File: config.mk
export PLATFORM = sky130hd
export DESIGN_NAME = switch_port_power_mgmt
export DESIGN_NICKNAME = d
export VERILOG_FILES = /design/src/shared/pm_pkg.sv /design/src/idle_timer.sv /design/src/slot_event_unit.sv /design/src/switch_port_power_mgmt.sv
export SDC_FILE = /design/constraint.sdc
export NUM_CORES = 1
export LEC_CHECK = 0
export BUFFER_PORTS_ARGS = -buffer_cell sky130_fd_sc_hd__buf_4
export CAP_MARGIN = 5
export CORE_ASPECT_RATIO = 0.5
export CORE_MARGIN = 4
export CORE_UTILIZATION = 53
export DETAILED_ROUTE_END_ITERATION = 8
export GPL_TIMING_DRIVEN = 0
export PLACE_DENSITY = 0.79
export SETUP_SLACK_MARGIN = 0.2
export SLEW_MARGIN = 0
export SYNTH_ARGS = -nofsm -noshare
export SYNTH_HDL_FRONTEND = slang
export SYNTH_SLANG_ARGS = --single-unit
File: constraint.sdc
create_clock -name clk -period 11.6 [get_ports clk]
set_clock_uncertainty 0.2 [all_clocks]
set_input_delay 2.32 -clock clk [delete_from_list [all_inputs] [get_ports clk]]
set_output_delay 2.32 -clock clk [all_outputs]
set_load 0.01 [all_outputs]
File: src/shared/pm_pkg.sv
// Constants, field layouts and state carriers for the switch power-management block.
// Assumes a single core clock of 20 MHz shared by every file that imports it.
package pm_pkg;
	localparam int NDS = 3;
	localparam int CLK_MHZ = 20;

	// Register offsets.
	localparam logic [11:0] OFF_SLOT    = 12'h080;
	localparam logic [11:0] OFF_PB_HDR  = 12'h138;
	localparam logic [11:0] OFF_PB_SEL  = 12'h13c;
	localparam logic [11:0] OFF_PB_DATA = 12'h140;
	localparam logic [11:0] OFF_PB_CAP  = 12'h144;
	localparam logic [11:0] OFF_USER    = 12'h1e0;

	// Slot control and status fields.
	localparam int SC_FAULT_EN  = 1;
	localparam int SC_IND_LO    = 8;
	localparam int SC_PWR_CTRL  = 10;
	localparam int SS_LO        = 16;
	localparam logic [1:0] IND_KEEP  = 2'h0;
	localparam logic [1:0] IND_ON    = 2'h1;
	localparam logic [1:0] IND_BLINK = 2'h2;
	localparam logic [1:0] IND_OFF   = 2'h3;

	// User configuration fields.
	localparam int UC_IDLE_SEL   = 0;
	localparam int UC_TURNOFF_EN = 2;
	localparam int UC_BLOCK      = 10;

	// Power budget capability.
	localparam logic [15:0] PB_CAP_ID = 16'h0004;
	localparam logic [3:0]  PB_VER    = 4'h1;
	localparam logic [11:0] PB_NEXT   = 12'h148;
	localparam int PB_WORDS = 8;

	// Device power states.
	localparam logic [1:0] DSTATE_D0    = 2'h0;
	localparam logic [1:0] DSTATE_D3HOT = 2'h3;

	// Timing, as times and derived cycle counts; least times round up.
	localparam int IDLE_SHORT_NS = 1000;
	localparam int IDLE_LONG_NS  = 4000;
	localparam int PWR_ON_NS     = 100000;
	localparam int IDLE_SHORT_CYC = (IDLE_SHORT_NS * CLK_MHZ + 999) / 1000;
	localparam int IDLE_LONG_CYC  = (IDLE_LONG_NS * CLK_MHZ + 999) / 1000;
	localparam int PWR_ON_CYC     = (PWR_ON_NS * CLK_MHZ + 999) / 1000;
	localparam logic [6:0]  IDLE_SHORT_LAST = 7'(IDLE_SHORT_CYC - 1);
	localparam logic [6:0]  IDLE_LONG_LAST  = 7'(IDLE_LONG_CYC - 1);
	localparam logic [11:0] PWR_ON_LAST     = 12'(PWR_ON_CYC - 1);

	typedef enum logic [2:0] {LNK_DOWN, LNK_L0, LNK_L0S, LNK_L1, LNK_L23} link_e;
	typedef enum logic [1:0] {UP_L0, UP_L0S, UP_L1} up_e;

	typedef struct packed {
		logic [10:0] rsvd;
		logic [2:0]  rail;
		logic [2:0]  condType;
		logic [1:0]  pmState;
		logic [2:0]  subState;
		logic [1:0]  scale;
		logic [7:0]  basePower;
	} pb_word_s;

	typedef struct packed {
		logic       hotplugCapable;
		logic       slotPresenceInput;
		logic       rxDetect;
		logic       buttonPress;
		logic       powerFault;
		logic       retentionLatchChange;
		logic       bwMgmt;
		logic       bwAuto;
		logic       dllChange;
		logic [1:0] powerState;
		logic       wakeMessageEnable;
		logic       wakeClear;
	} slot_in_s;

	typedef struct packed {
		logic        faultEn;
		logic [1:0]  indicator;
		logic        pwrCtrl;
		logic [4:0]  status;
		logic        presLast;
		logic        wakeEventFlag;
		logic        pme;
		logic        irq;
		logic        turnOff;
		logic        pwrOn;
		logic [11:0] cnt;
	} slot_st_s;

	typedef struct packed {
		logic [6:0] cnt;
		logic       met;
	} idle_st_s;

	typedef struct packed {
		up_e                     up;
		logic [7:0]              pbIndex;
		logic                    idleSel;
		logic                    turnoffEn;
		logic                    standbyBlock;
		pb_word_s [PB_WORDS-1:0] pb;
		logic                    sysAlloc;
		logic [NDS-1:0]          acked;
		logic                    toArmed;
		logic                    ackSent;
		logic                    portDown;
		logic                    upAck;
		logic [NDS-1:0]          dsL1Exit;
		logic                    enterL23;
		logic                    ack;
		logic [31:0]             rdata;
	} main_st_s;

	localparam slot_st_s SLOT_RST = '{indicator: IND_OFF, pwrCtrl: 1'b1, default: '0};
	localparam idle_st_s IDLE_RST = '0;
	localparam main_st_s MAIN_RST = '0;
endpackage

File: src/idle_timer.sv
// Counts continuous idle cycles on the upstream link for low-power standby entry.
// Assumes idle is a synchronous level; any busy cycle restarts the count.
`timescale 1ns/1ns
module idle_timer
	import pm_pkg::*;
(
	// Clock and reset
	input  wire logic clk,
	input  wire logic rstn,
	// Idle tracking
	input  wire logic idle,
	input  wire logic longSel,
	output idle_st_s  st
);
	idle_st_s   next_st;
	logic [6:0] limit;

	always_comb begin
		limit = longSel ? IDLE_LONG_LAST : IDLE_SHORT_LAST;
		next_st = st;
		if (!idle) begin
			next_st = IDLE_RST;
		end else if (st.cnt == limit) begin
			next_st.met = 1'b1;
		end else begin
			next_st.cnt = st.cnt + 7'h01;
		end
	end

	always_ff @(posedge clk or negedge rstn) begin
		if (!rstn)
			st <= IDLE_RST;
		else
			st <= next_st;
	end

	a_idle_short: assert property (@(posedge clk) disable iff (!rstn)
		$rose(st.met) && !$past(longSel) |-> $past(idle, 20) && !$past(st.met, 2))
		else $error("Standby idle time reached too early.");
endmodule

File: src/slot_event_unit.sv
// Slot control, slot status and wake events of one downstream port, hot-plug capable or not.
// Assumes slot inputs are synchronous; event inputs are one-cycle strobes.
`timescale 1ns/1ns
module slot_event_unit
	import pm_pkg::*;
(
	// Clock and reset
	input  wire logic        clk,
	input  wire logic        rstn,
	// Register access
	input  wire logic        wrEn,
	input  wire logic [31:0] wdata,
	input  wire logic        turnoffEn,
	// Slot side
	input  wire slot_in_s    sin,
	// State
	output slot_st_s         st
);
	slot_st_s   next_st;
	logic       presence;
	logic       presChg;
	logic       cmdEv;
	logic       d3;
	logic       ev;
	logic       faultNote;
	logic [4:0] setBits;
	logic [4:0] clrBits;

	always_comb begin
		presence = sin.hotplugCapable ? (sin.slotPresenceInput | sin.rxDetect) : sin.rxDetect;
		presChg = presence != st.presLast;
		cmdEv = wrEn && (wdata[SC_IND_LO +: 2] != IND_KEEP);
		d3 = sin.powerState == DSTATE_D3HOT;
		ev = sin.hotplugCapable ? (presChg | sin.buttonPress | sin.powerFault |
			sin.retentionLatchChange | cmdEv | sin.bwMgmt | sin.bwAuto) :
			(presChg | sin.dllChange);
		faultNote = sin.hotplugCapable && sin.powerFault && st.faultEn;
		setBits = sin.hotplugCapable ? {cmdEv, presChg, sin.retentionLatchChange,
			sin.powerFault, sin.buttonPress} : 5'h00;
		clrBits = wrEn ? wdata[SS_LO +: 5] : 5'h00;
		next_st = st;
		next_st.presLast = presence;
		// A new event wins over a write-one clear in the same cycle.
		next_st.status = (st.status & ~clrBits) | setBits;
		next_st.wakeEventFlag = (st.wakeEventFlag & ~sin.wakeClear) | (d3 & ev);
		next_st.pme = d3 && ((ev && sin.wakeMessageEnable) || faultNote);
		next_st.irq = faultNote && (sin.powerState == DSTATE_D0);
		next_st.turnOff = 1'b0;
		if (wrEn) begin
			next_st.faultEn = wdata[SC_FAULT_EN];
			next_st.pwrCtrl = wdata[SC_PWR_CTRL];
			next_st.turnOff = turnoffEn && wdata[SC_PWR_CTRL] && !st.pwrCtrl;
		end
		if (cmdEv)
			next_st.indicator = wdata[SC_IND_LO +: 2];
		// Power drops one cycle after the write, so any turn-off message leaves first.
		if (st.pwrCtrl) begin
			next_st.pwrOn = 1'b0;
			next_st.cnt = 12'h000;
		end else if (st.cnt == PWR_ON_LAST) begin
			next_st.pwrOn = 1'b1;
		end else begin
			next_st.cnt = st.cnt + 12'h001;
		end
	end

	always_ff @(posedge clk or negedge rstn) begin
		if (!rstn)
			st <= SLOT_RST;
		else
			st <= next_st;
	end

	a_cmd_event: assert property (@(posedge clk) disable iff (!rstn)
		wrEn && sin.hotplugCapable && wdata[SC_IND_LO +: 2] != IND_KEEP
		|=> st.status[4] && st.indicator == $past(wdata[SC_IND_LO +: 2]))
		else $error("Indicator write raised no command completion.");
	a_keep_ind: assert property (@(posedge clk) disable iff (!rstn)
		wrEn && wdata[SC_IND_LO +: 2] == IND_KEEP |=> st.indicator == $past(st.indicator))
		else $error("Zero indicator write changed the indicator.");
	a_fault_flag: assert property (@(posedge clk) disable iff (!rstn)
		sin.hotplugCapable && sin.powerFault |=> st.status[1])
		else $error("Power fault not flagged.");
	a_turnoff_first: assert property (@(posedge clk) disable iff (!rstn)
		st.turnOff |-> st.pwrCtrl ##1 !st.pwrOn)
		else $error("Slot not powered off after the turn-off message.");
	a_power_delay: assert property (@(posedge clk) disable iff (!rstn)
		$fell(st.pwrCtrl) |-> !st.pwrOn [*8])
		else $error("Slot power came on without delay.");
	a_wake_set: assert property (@(posedge clk) disable iff (!rstn)
		sin.powerState == DSTATE_D3HOT && sin.hotplugCapable && sin.buttonPress
		|=> st.wakeEventFlag)
		else $error("Wake flag not set by a slot event.");
	a_fault_irq: assert property (@(posedge clk) disable iff (!rstn)
		faultNote && sin.powerState == DSTATE_D0 |=> st.irq && !st.pme)
		else $error("Fault in D0 gave no interrupt.");
endmodule

File: src/switch_port_power_mgmt.sv
// Power-management tracking of one upstream and several downstream switch ports.
// Assumes all link and slot inputs are synchronous to clk and config requests are strobes.
`timescale 1ns/1ns

// How it works
// - Hot-plug power fault notifies by interrupt or message
// - Non-zero indicator write completes a command on hot-plug slots
// - Indicator field reads its present state
// - Power control bit clear powers slot later
// - Hot-plug slot power fault sets its status bit
// - Budget header holds fixed id and pointer
// - Index select picks one of eight words
// - Budget words carry base power and scale
// - Budget words carry state, type and rail
// - System allocated bit marks included budget
// - Idle select picks one or four microseconds
// - Turn-off message precedes downstream power removal
// - Block bit stops standby entry
// - Upstream standby needs all enabled receivers standby
// - Upstream sleep needs all downstream sleeping
// - Downstream sleep exit wakes the upstream
// - Upstream receiver wake wakes sleeping downstream
// - One acknowledge after all active acknowledges
// - All downstream ready sends upstream enter
// - Hot-plug events set wake flag in D3hot
// - Non-hot-plug presence or link change wakes
// - Wake flag sends message when enabled
module switch_port_power_mgmt
	import pm_pkg::*;
(
	// Clock and reset
	input  wire logic               clk,
	input  wire logic               rstn,
	// Configuration access
	input  wire logic               cfgReq,
	input  wire logic               cfgWrite,
	input  wire logic [1:0]         cfgPort,
	input  wire logic [11:0]        cfgAddr,
	input  wire logic [31:0]        cfgWdata,
	output logic                    cfgAck,
	output logic [31:0]             cfgRdata,
	// Power budget load
	input  wire logic               pbLoadWe,
	input  wire logic [3:0]         pbLoadIdx,
	input  wire logic [31:0]        pbLoadData,
	// Upstream link
	input  wire logic               upIdle,
	input  wire logic               upL1Req,
	input  wire logic               upRxIdleExit,
	input  wire logic               upTurnOffRx,
	output up_e                     upState,
	output logic                    upAckSend,
	output logic                    upEnterL23,
	output logic                    nontransparentBridgePortDown,
	// Downstream links
	input  wire link_e [NDS-1:0]    dsLink,
	input  wire logic [NDS-1:0]     dsRxEnabled,
	input  wire logic [NDS-1:0]     dsL1ExitBegin,
	input  wire logic [NDS-1:0]     dsAckRx,
	output logic [NDS-1:0]          dsL1Exit,
	// Slots
	input  wire slot_in_s [NDS-1:0] slotIn,
	output logic [NDS-1:0]          slotPowerOn,
	output logic [2*NDS-1:0]        powerIndicator,
	output logic [NDS-1:0]          slotIrq,
	output logic [NDS-1:0]          pmeSend,
	output logic [NDS-1:0]          turnOffSend,
	output logic [NDS-1:0]          wakeEventFlag
);
	main_st_s       st;
	main_st_s       next_st;
	idle_st_s       idleSt;
	slot_st_s       sst [NDS];
	logic [31:0]    slotWord [NDS];
	logic [NDS-1:0] slotWr;
	logic [NDS-1:0] dsDown;
	logic [NDS-1:0] dsInL1;
	logic           allRx;
	logic           allL1;
	logic           allL23;
	logic           anyDsExit;
	logic [NDS-1:0] ackedNow;
	logic           allAcked;
	logic [31:0]    readWord;
	logic [1:0]     rstPipe;
	logic           rstSyncN;

	function automatic logic slotHit(input logic [11:0] addr, input logic [1:0] port);
		return (port != 2'h0) && (addr == OFF_SLOT);
	endfunction

	function automatic logic upHit(input logic [11:0] addr, input logic [1:0] port,
		input logic [11:0] off);
		return (port == 2'h0) && (addr == off);
	endfunction

	// Reset is released through two flops so that release is clean on clk.
	always_ff @(posedge clk or negedge rstn) begin
		if (!rstn)
			rstPipe <= 2'h0;
		else
			rstPipe <= {rstPipe[0], 1'b1};
	end
	assign rstSyncN = rstPipe[1];

	idle_timer uIdle (
		.clk     (clk),
		.rstn    (rstSyncN),
		.idle    (upIdle),
		.longSel (st.idleSel),
		.st      (idleSt)
	);

	genvar g;
	generate
		for (g = 0; g < NDS; g++) begin : gSlot
			slot_event_unit uSlot (
				.clk       (clk),
				.rstn      (rstSyncN),
				.wrEn      (slotWr[g]),
				.wdata     (cfgWdata),
				.turnoffEn (st.turnoffEn),
				.sin       (slotIn[g]),
				.st        (sst[g])
			);
			assign slotWr[g] = cfgReq && cfgWrite && slotHit(cfgAddr, cfgPort)
				&& (cfgPort == 2'(g + 1));
			assign slotWord[g] = {11'h000, sst[g].status, 5'h00, sst[g].pwrCtrl,
				sst[g].indicator, 6'h00, sst[g].faultEn, 1'b0};
			assign slotPowerOn[g] = sst[g].pwrOn;
			assign powerIndicator[2*g +: 2] = sst[g].indicator;
			assign slotIrq[g] = sst[g].irq;
			assign pmeSend[g] = sst[g].pme;
			assign turnOffSend[g] = sst[g].turnOff;
			assign wakeEventFlag[g] = sst[g].wakeEventFlag;
		end
	endgenerate

	// Aggregate downstream link conditions.
	always_comb begin
		allRx = 1'b1;
		allL1 = 1'b1;
		allL23 = 1'b1;
		anyDsExit = 1'b0;
		for (int i = 0; i < NDS; i++) begin
			dsDown[i] = dsLink[i] == LNK_DOWN;
			dsInL1[i] = dsLink[i] == LNK_L1;
			if (dsRxEnabled[i] && !(dsLink[i] inside {LNK_L0S, LNK_L1, LNK_L23, LNK_DOWN}))
				allRx = 1'b0;
			if (!(dsLink[i] inside {LNK_L1, LNK_L23, LNK_DOWN}))
				allL1 = 1'b0;
			if (!(dsLink[i] inside {LNK_L23, LNK_DOWN}))
				allL23 = 1'b0;
			if (dsInL1[i] && dsL1ExitBegin[i])
				anyDsExit = 1'b1;
		end
		ackedNow = st.acked | dsAckRx;
		allAcked = &(ackedNow | dsDown);
	end

	// Register read mux; unmapped offsets and other ports read zero, except the user register, which reads on every port.
	always_comb begin
		readWord = 32'h0000_0000;
		if (slotHit(cfgAddr, cfgPort))
			readWord = slotWord[2'(cfgPort - 2'h1)];
		else if (upHit(cfgAddr, cfgPort, OFF_PB_HDR))
			readWord = {PB_NEXT, PB_VER, PB_CAP_ID};
		else if (upHit(cfgAddr, cfgPort, OFF_PB_SEL))
			readWord = {24'h00_0000, st.pbIndex};
		else if (upHit(cfgAddr, cfgPort, OFF_PB_DATA))
			readWord = (st.pbIndex < 8'(PB_WORDS)) ? st.pb[st.pbIndex[2:0]] : 32'h0000_0000;
		else if (upHit(cfgAddr, cfgPort, OFF_PB_CAP))
			readWord = {31'h0000_0000, st.sysAlloc};
		else if (cfgAddr == OFF_USER)
			readWord = {21'h00_0000, st.standbyBlock, 7'h00, st.turnoffEn, 1'b0, st.idleSel};
	end

	always_comb begin
		next_st = st;
		next_st.upAck = 1'b0;
		next_st.dsL1Exit = '0;
		next_st.ack = cfgReq;
		if (cfgReq && !cfgWrite)
			next_st.rdata = readWord;
		if (cfgReq && cfgWrite) begin
			if (upHit(cfgAddr, cfgPort, OFF_PB_SEL))
				next_st.pbIndex = cfgWdata[7:0];
			if (cfgAddr == OFF_USER) begin
				next_st.idleSel = cfgWdata[UC_IDLE_SEL];
				next_st.turnoffEn = cfgWdata[UC_TURNOFF_EN];
				next_st.standbyBlock = cfgWdata[UC_BLOCK];
			end
		end
		// Budget words are loaded from the side; fields follow the budget word layout.
		if (pbLoadWe) begin
			if (pbLoadIdx < 4'(PB_WORDS))
				next_st.pb[pbLoadIdx[2:0]] = pb_word_s'(pbLoadData);
			else
				next_st.sysAlloc = pbLoadData[0];
		end

		case (st.up)
			UP_L0: begin
				if (upL1Req && allL1)
					next_st.up = UP_L1;
				else if (idleSt.met && !st.standbyBlock && allRx)
					next_st.up = UP_L0S;
			end
			UP_L0S: begin
				if (upL1Req && allL1)
					next_st.up = UP_L1;
				else if (!upIdle)
					next_st.up = UP_L0;
			end
			UP_L1: begin
				if (anyDsExit || upRxIdleExit)
					next_st.up = UP_L0;
				if (upRxIdleExit)
					next_st.dsL1Exit = dsInL1;
			end
			default: begin
				next_st.up = UP_L0;
			end
		endcase

		// A turn-off request from above re-arms the acknowledge collection.
		if (upTurnOffRx) begin
			next_st.toArmed = 1'b1;
			next_st.acked = '0;
			next_st.ackSent = 1'b0;
			next_st.portDown = 1'b0;
		end else if (st.toArmed) begin
			next_st.acked = ackedNow;
			if (allAcked) begin
				next_st.upAck = 1'b1;
				next_st.portDown = 1'b1;
				next_st.toArmed = 1'b0;
				next_st.ackSent = 1'b1;
			end
		end
		// Entry is held off until the acknowledge went up, or idle links would trigger it.
		next_st.enterL23 = st.ackSent && allL23 && !upTurnOffRx;
	end

	always_ff @(posedge clk or negedge rstSyncN) begin
		if (!rstSyncN)
			st <= MAIN_RST;
		else
			st <= next_st;
	end

	assign cfgAck = st.ack;
	assign cfgRdata = st.rdata;
	assign upState = st.up;
	assign upAckSend = st.upAck;
	assign upEnterL23 = st.enterL23;
	assign nontransparentBridgePortDown = st.portDown;
	assign dsL1Exit = st.dsL1Exit;

	a_standby_entry: assert property (@(posedge clk) disable iff (!rstSyncN)
		st.up != UP_L0S ##1 st.up == UP_L0S |-> $past(allRx) && $past(idleSt.met))
		else $error("Upstream entered standby with a busy receiver.");
	a_standby_block: assert property (@(posedge clk) disable iff (!rstSyncN)
		st.standbyBlock && st.up == UP_L0 |=> st.up != UP_L0S)
		else $error("Standby entered while blocked.");
	a_sleep_entry: assert property (@(posedge clk) disable iff (!rstSyncN)
		st.up != UP_L1 ##1 st.up == UP_L1 |-> $past(allL1) && $past(upL1Req))
		else $error("Upstream slept while a downstream port was awake.");
	a_up_exit: assert property (@(posedge clk) disable iff (!rstSyncN)
		st.up == UP_L1 && anyDsExit |=> st.up == UP_L0)
		else $error("Upstream stayed asleep after a downstream exit.");
	a_ds_exit: assert property (@(posedge clk) disable iff (!rstSyncN)
		st.up == UP_L1 && upRxIdleExit |=> dsL1Exit == $past(dsInL1) && st.up == UP_L0)
		else $error("Downstream ports not woken by upstream exit.");
	a_ack_single: assert property (@(posedge clk) disable iff (!rstSyncN)
		$rose(upAckSend) |-> nontransparentBridgePortDown ##1 !upAckSend)
		else $error("Acknowledge not single or port not marked down.");
	a_ack_wait: assert property (@(posedge clk) disable iff (!rstSyncN)
		st.toArmed && !allAcked && !upTurnOffRx |=> !upAckSend)
		else $error("Acknowledge sent before all active ports answered.");
	a_enter_l23: assert property (@(posedge clk) disable iff (!rstSyncN)
		st.ackSent && allL23 && !upTurnOffRx |=> upEnterL23)
		else $error("Upstream did not request the ready state.");
	a_pb_header: assert property (@(posedge clk) disable iff (!rstSyncN)
		cfgReq && !cfgWrite && cfgPort == 2'h0 && cfgAddr == OFF_PB_HDR
		|=> cfgAck && cfgRdata == {PB_NEXT, PB_VER, PB_CAP_ID})
		else $error("Budget header read wrong.");
	a_pb_select: assert property (@(posedge clk) disable iff (!rstSyncN)
		cfgReq && !cfgWrite && cfgPort == 2'h0 && cfgAddr == OFF_PB_DATA && st.pbIndex == 8'h03
		|=> cfgRdata == $past(st.pb[3]))
		else $error("Budget word not chosen by index.");
endmodule

==> impl_metrics.py <==
metrics = {
    "timing": {
        "tightest_slew_ns": 1.13,
        "finalMaxSlewViolations": 0,
        "rsz0062_at_grt": "no",
        "fmax_ghz": 0.219,
        "tns_ns": 0,
        "fin_crit_ns": 4.56,
        "hold_viol": 0,
        "fin_crit_sh_pct": 39.4,
        "setup_viol": 0,
        "maxSlewHeadroom_pct": 24.6,
    },
    "pwr": {
        "ir_drop_mv": 0.0901,
        "power_uw": 3660,
        "p_leak_uw": 0.00988,
        "power_density_nw_per_um2": 163,
    },
    "setup_path": {
        "critPathMaxFanout": 10,
        "reg2reg_slack_ns": 8.65,
        "cp_top_family": "compound AO/OA/AOI/OAI gates",
        "worst_setup_path_start_kind": "input port",
        "worstPathRequired_ns": 11.76,
        "rr_worst_depth": 6,
        "crit_path_start": "cfgPort[0]",
        "critical_path_arrival_ns": 4.72,
        "cp_num_cells": 7,
        "worst_path_max_delay_cell": "a2111oi_0",
        "crit_chain": "buf_4 -> clkinv_1 -> ha_1 -> nor3_1 -> o211a_1 -> a311oi_1 -> a2111oi_0",
        "cp-end-kind": "flip-flop",
        "rr_startpoint": "st[306]",
        "critical_path_class": "input port to flip-flop",
        "endpoint": "gSlot[2].uSlot.st[15]",
        "worstReg2RegEnd": "cfgRdata[21]",
        "crit_buf_inv": 2,
        "max_stage_delay_ns": 0.63,
    },
    "place": {
        "hpwl_mm": 32.7,
        "port_buffers": 189,
        "gp_congestion": 0.858,
    },
    "route": {
        "wirelength_mm": 46.3,
        "drtIter0Drc": 865,
        "vias_per_cell": 5.87,
        "drc": 0,
        "antenna_left": 0,
        "firstDrtPassIters": 8,
        "wl_per_cell_microns": 21.4,
        "vias": 12710,
    },
    "synth": {
        "ys_types": 73,
        "synthArstFlopShare_pct": 100,
        "synth_area_leaders": "dfrtp_1 52%, mux2_2 17%, mux4_2 7.6%",
        "ys_ff_latch": 404,
        "synth_edf_count": 0,
        "yosysSeqAreaShare_pct": 53.0,
        "synth_top_area_cell": "dfrtp_1",
        "synth_nets": 1584,
        "synthCells": 1428,
        "syn_area_sq_um": 19100,
        "synth_top_area_share_pct": 51.8,
        "ys_warn_count": 0,
        "avgSynthCellArea_sq_um": 13.4,
        "synth_ff_type": "dfrtp_1",
    },
    "layout": {
        "fillers": 2623,
        "fin_nets": 1818,
        "layout_common_cells": "394 x dfrtp_1, 280 x mux2_2, 251 x buf_4",
        "drive_gt1_share_pct": 42.4,
        "area_growth_pct": 18.0,
        "final_common_cell": "dfrtp_1",
    },
    "global_routing": {
        "grt_first_pass_wirelength_mm": 73.8,
        "grt_max_degree": 67,
        "first_global_vias": 13236,
        "grt-ovfl-total": 0,
        "antenna_found_initial": 1,
        "track_usage_pct": 23.6,
    },
    "run": {
        "maxCapViolCount": 0,
    },
    "cts": {
        "cts_setup_buffers": 0,
        "htreeDepth": 2,
        "hold_buffers": 0,
        "cts_tree": "done",
        "cts_buffers": 37,
        "ctsResizeCount": 0,
        "cts_buffer_depth": 3,
        "insertion_delay_ns": 0.53,
        "path_clk_slew_ns": 0.06,
        "cts_num_sinks": 404,
        "cts-root-buf": "clkbuf_16",
    },
    "outcome": {
        "status": "finished clean",
    },
    "floorplan": {
        "die_area_sq_um": 39300,
        "io_pins": 210,
        "die_h_microns": 142,
        "core.rowCount": 48,
        "start_util_pct": 54.5,
        "fp.coreArea_sq_um": 35000,
        "die_x_microns": 276,
    },
    "worst_hold_path": {
        "hold_class": "flip-flop to flip-flop",
    },
}
[layer usage]
layer / share of wire, % / global-route usage [%] / vias to the layer above / routed length, microns
met5: 0 / 0 / - / 0
met4: 3.4 / 7.56 / 0 / 1560
met3: 5.1 / 5.00 / 103 / 2340
met2: 49 / 40.2 / 315 / 22800
met1: 42 / 30.9 / 6586 / 19700
li1: - / - / 5706 / -
[worst register-to-register path, stage by stage (launching register included)]
cell and delay, ns:
dfrtp_1 0.32, buf_4 0.17, buf_2 0.36, buf_2 0.45, buf_1 0.89, mux2i_1 0.36
o21ai_1 0.09
[sequential cells by signal, indices dropped and copies added, names as in the netlist]
name,count
st,273
gSlot.uSlot.st,81
cfgRdata,32
uIdle.st,8
dsL1Exit,3
rstPipe,2
upState,2
cfgAck,1
upAckSend,1
upEnterL23,1
[worst min path at each step]
stage / start / to / depth (start not counted)
floorplan: rstPipe[0] / rstPipe[1] / 0
global placement: rstPipe[0] / rstPipe[1] / 0
detailed placement: rstPipe[0] / rstPipe[1] / 0
CTS: rstPipe[0] / rstPipe[1] / 0
global route: rstPipe[0] / rstPipe[1] / 0
finish: rstPipe[0] / rstPipe[1] / 0
[cells in the mapped netlist (all sizes together) (12+ instances only)]
library cell / instances
nand2: 48
nand3b: 12
dfrtp: 395
nor2: 62
nand3: 33
nand4: 29
a22o: 15
mux4: 64
mux2i: 27
nor3: 27
inv: 18
a31oi: 12
xnor2: 14
buf: 98
o21ai: 29
xor2: 14
a21oi: 34
clkbuf: 41
mux2: 298
[kinds of logic after synthesis]
| group | share of synthesized area, % |
|---|---|
| other | 0.0196 |
| adder cells (fa/ha/maj) | 0.524 |
| flip-flops | 53.0 |
| multiplexers | 26.7 |
| AO/OA/AOI/OAI | 5.41 |
| XOR/XNOR | 1.28 |
| AND/OR/NAND/NOR | 8.41 |
| buffers and inverters | 4.63 |
[metrics by stage]
step           util (%)  setup WS, ns  area (sq um)  instances  hold WS [ns]
2_1_floorplan         -          4.82         19100       1428         0.131
3_3_place_gp       60.3          2.34         21100       2092         0.135
3_5_place_dp       60.8          6.57         21300       2098         0.136
4_1_cts            64.3          7.10         22500       2163         0.151
5_1_grt            64.3          6.98         22500       2164         0.169
6_report           64.3          7.04         22500       2164         0.148
[area by class of cell]
type	count	area (sq um)	area share, %
flip-flops and latches	404	10100	45.0
multi-input cells	866	8090	35.9
repair buffers	195	1580	7.03
clock buffers	59	1130	5.02
plain buffers	139	812	3.61
well taps	475	594	2.64
clock inverters	6	111	0.495
inverters	19	71.3	0.317
diodes	1	2.50	0.0111
[where the power goes]
part	switching (uW)	leakage [uW]	internal, uW
clock	528	0.000603	736
combinational	243	0.00431	352
sequential	148	0.00496	1660
(Power assumes the default switching activity.)
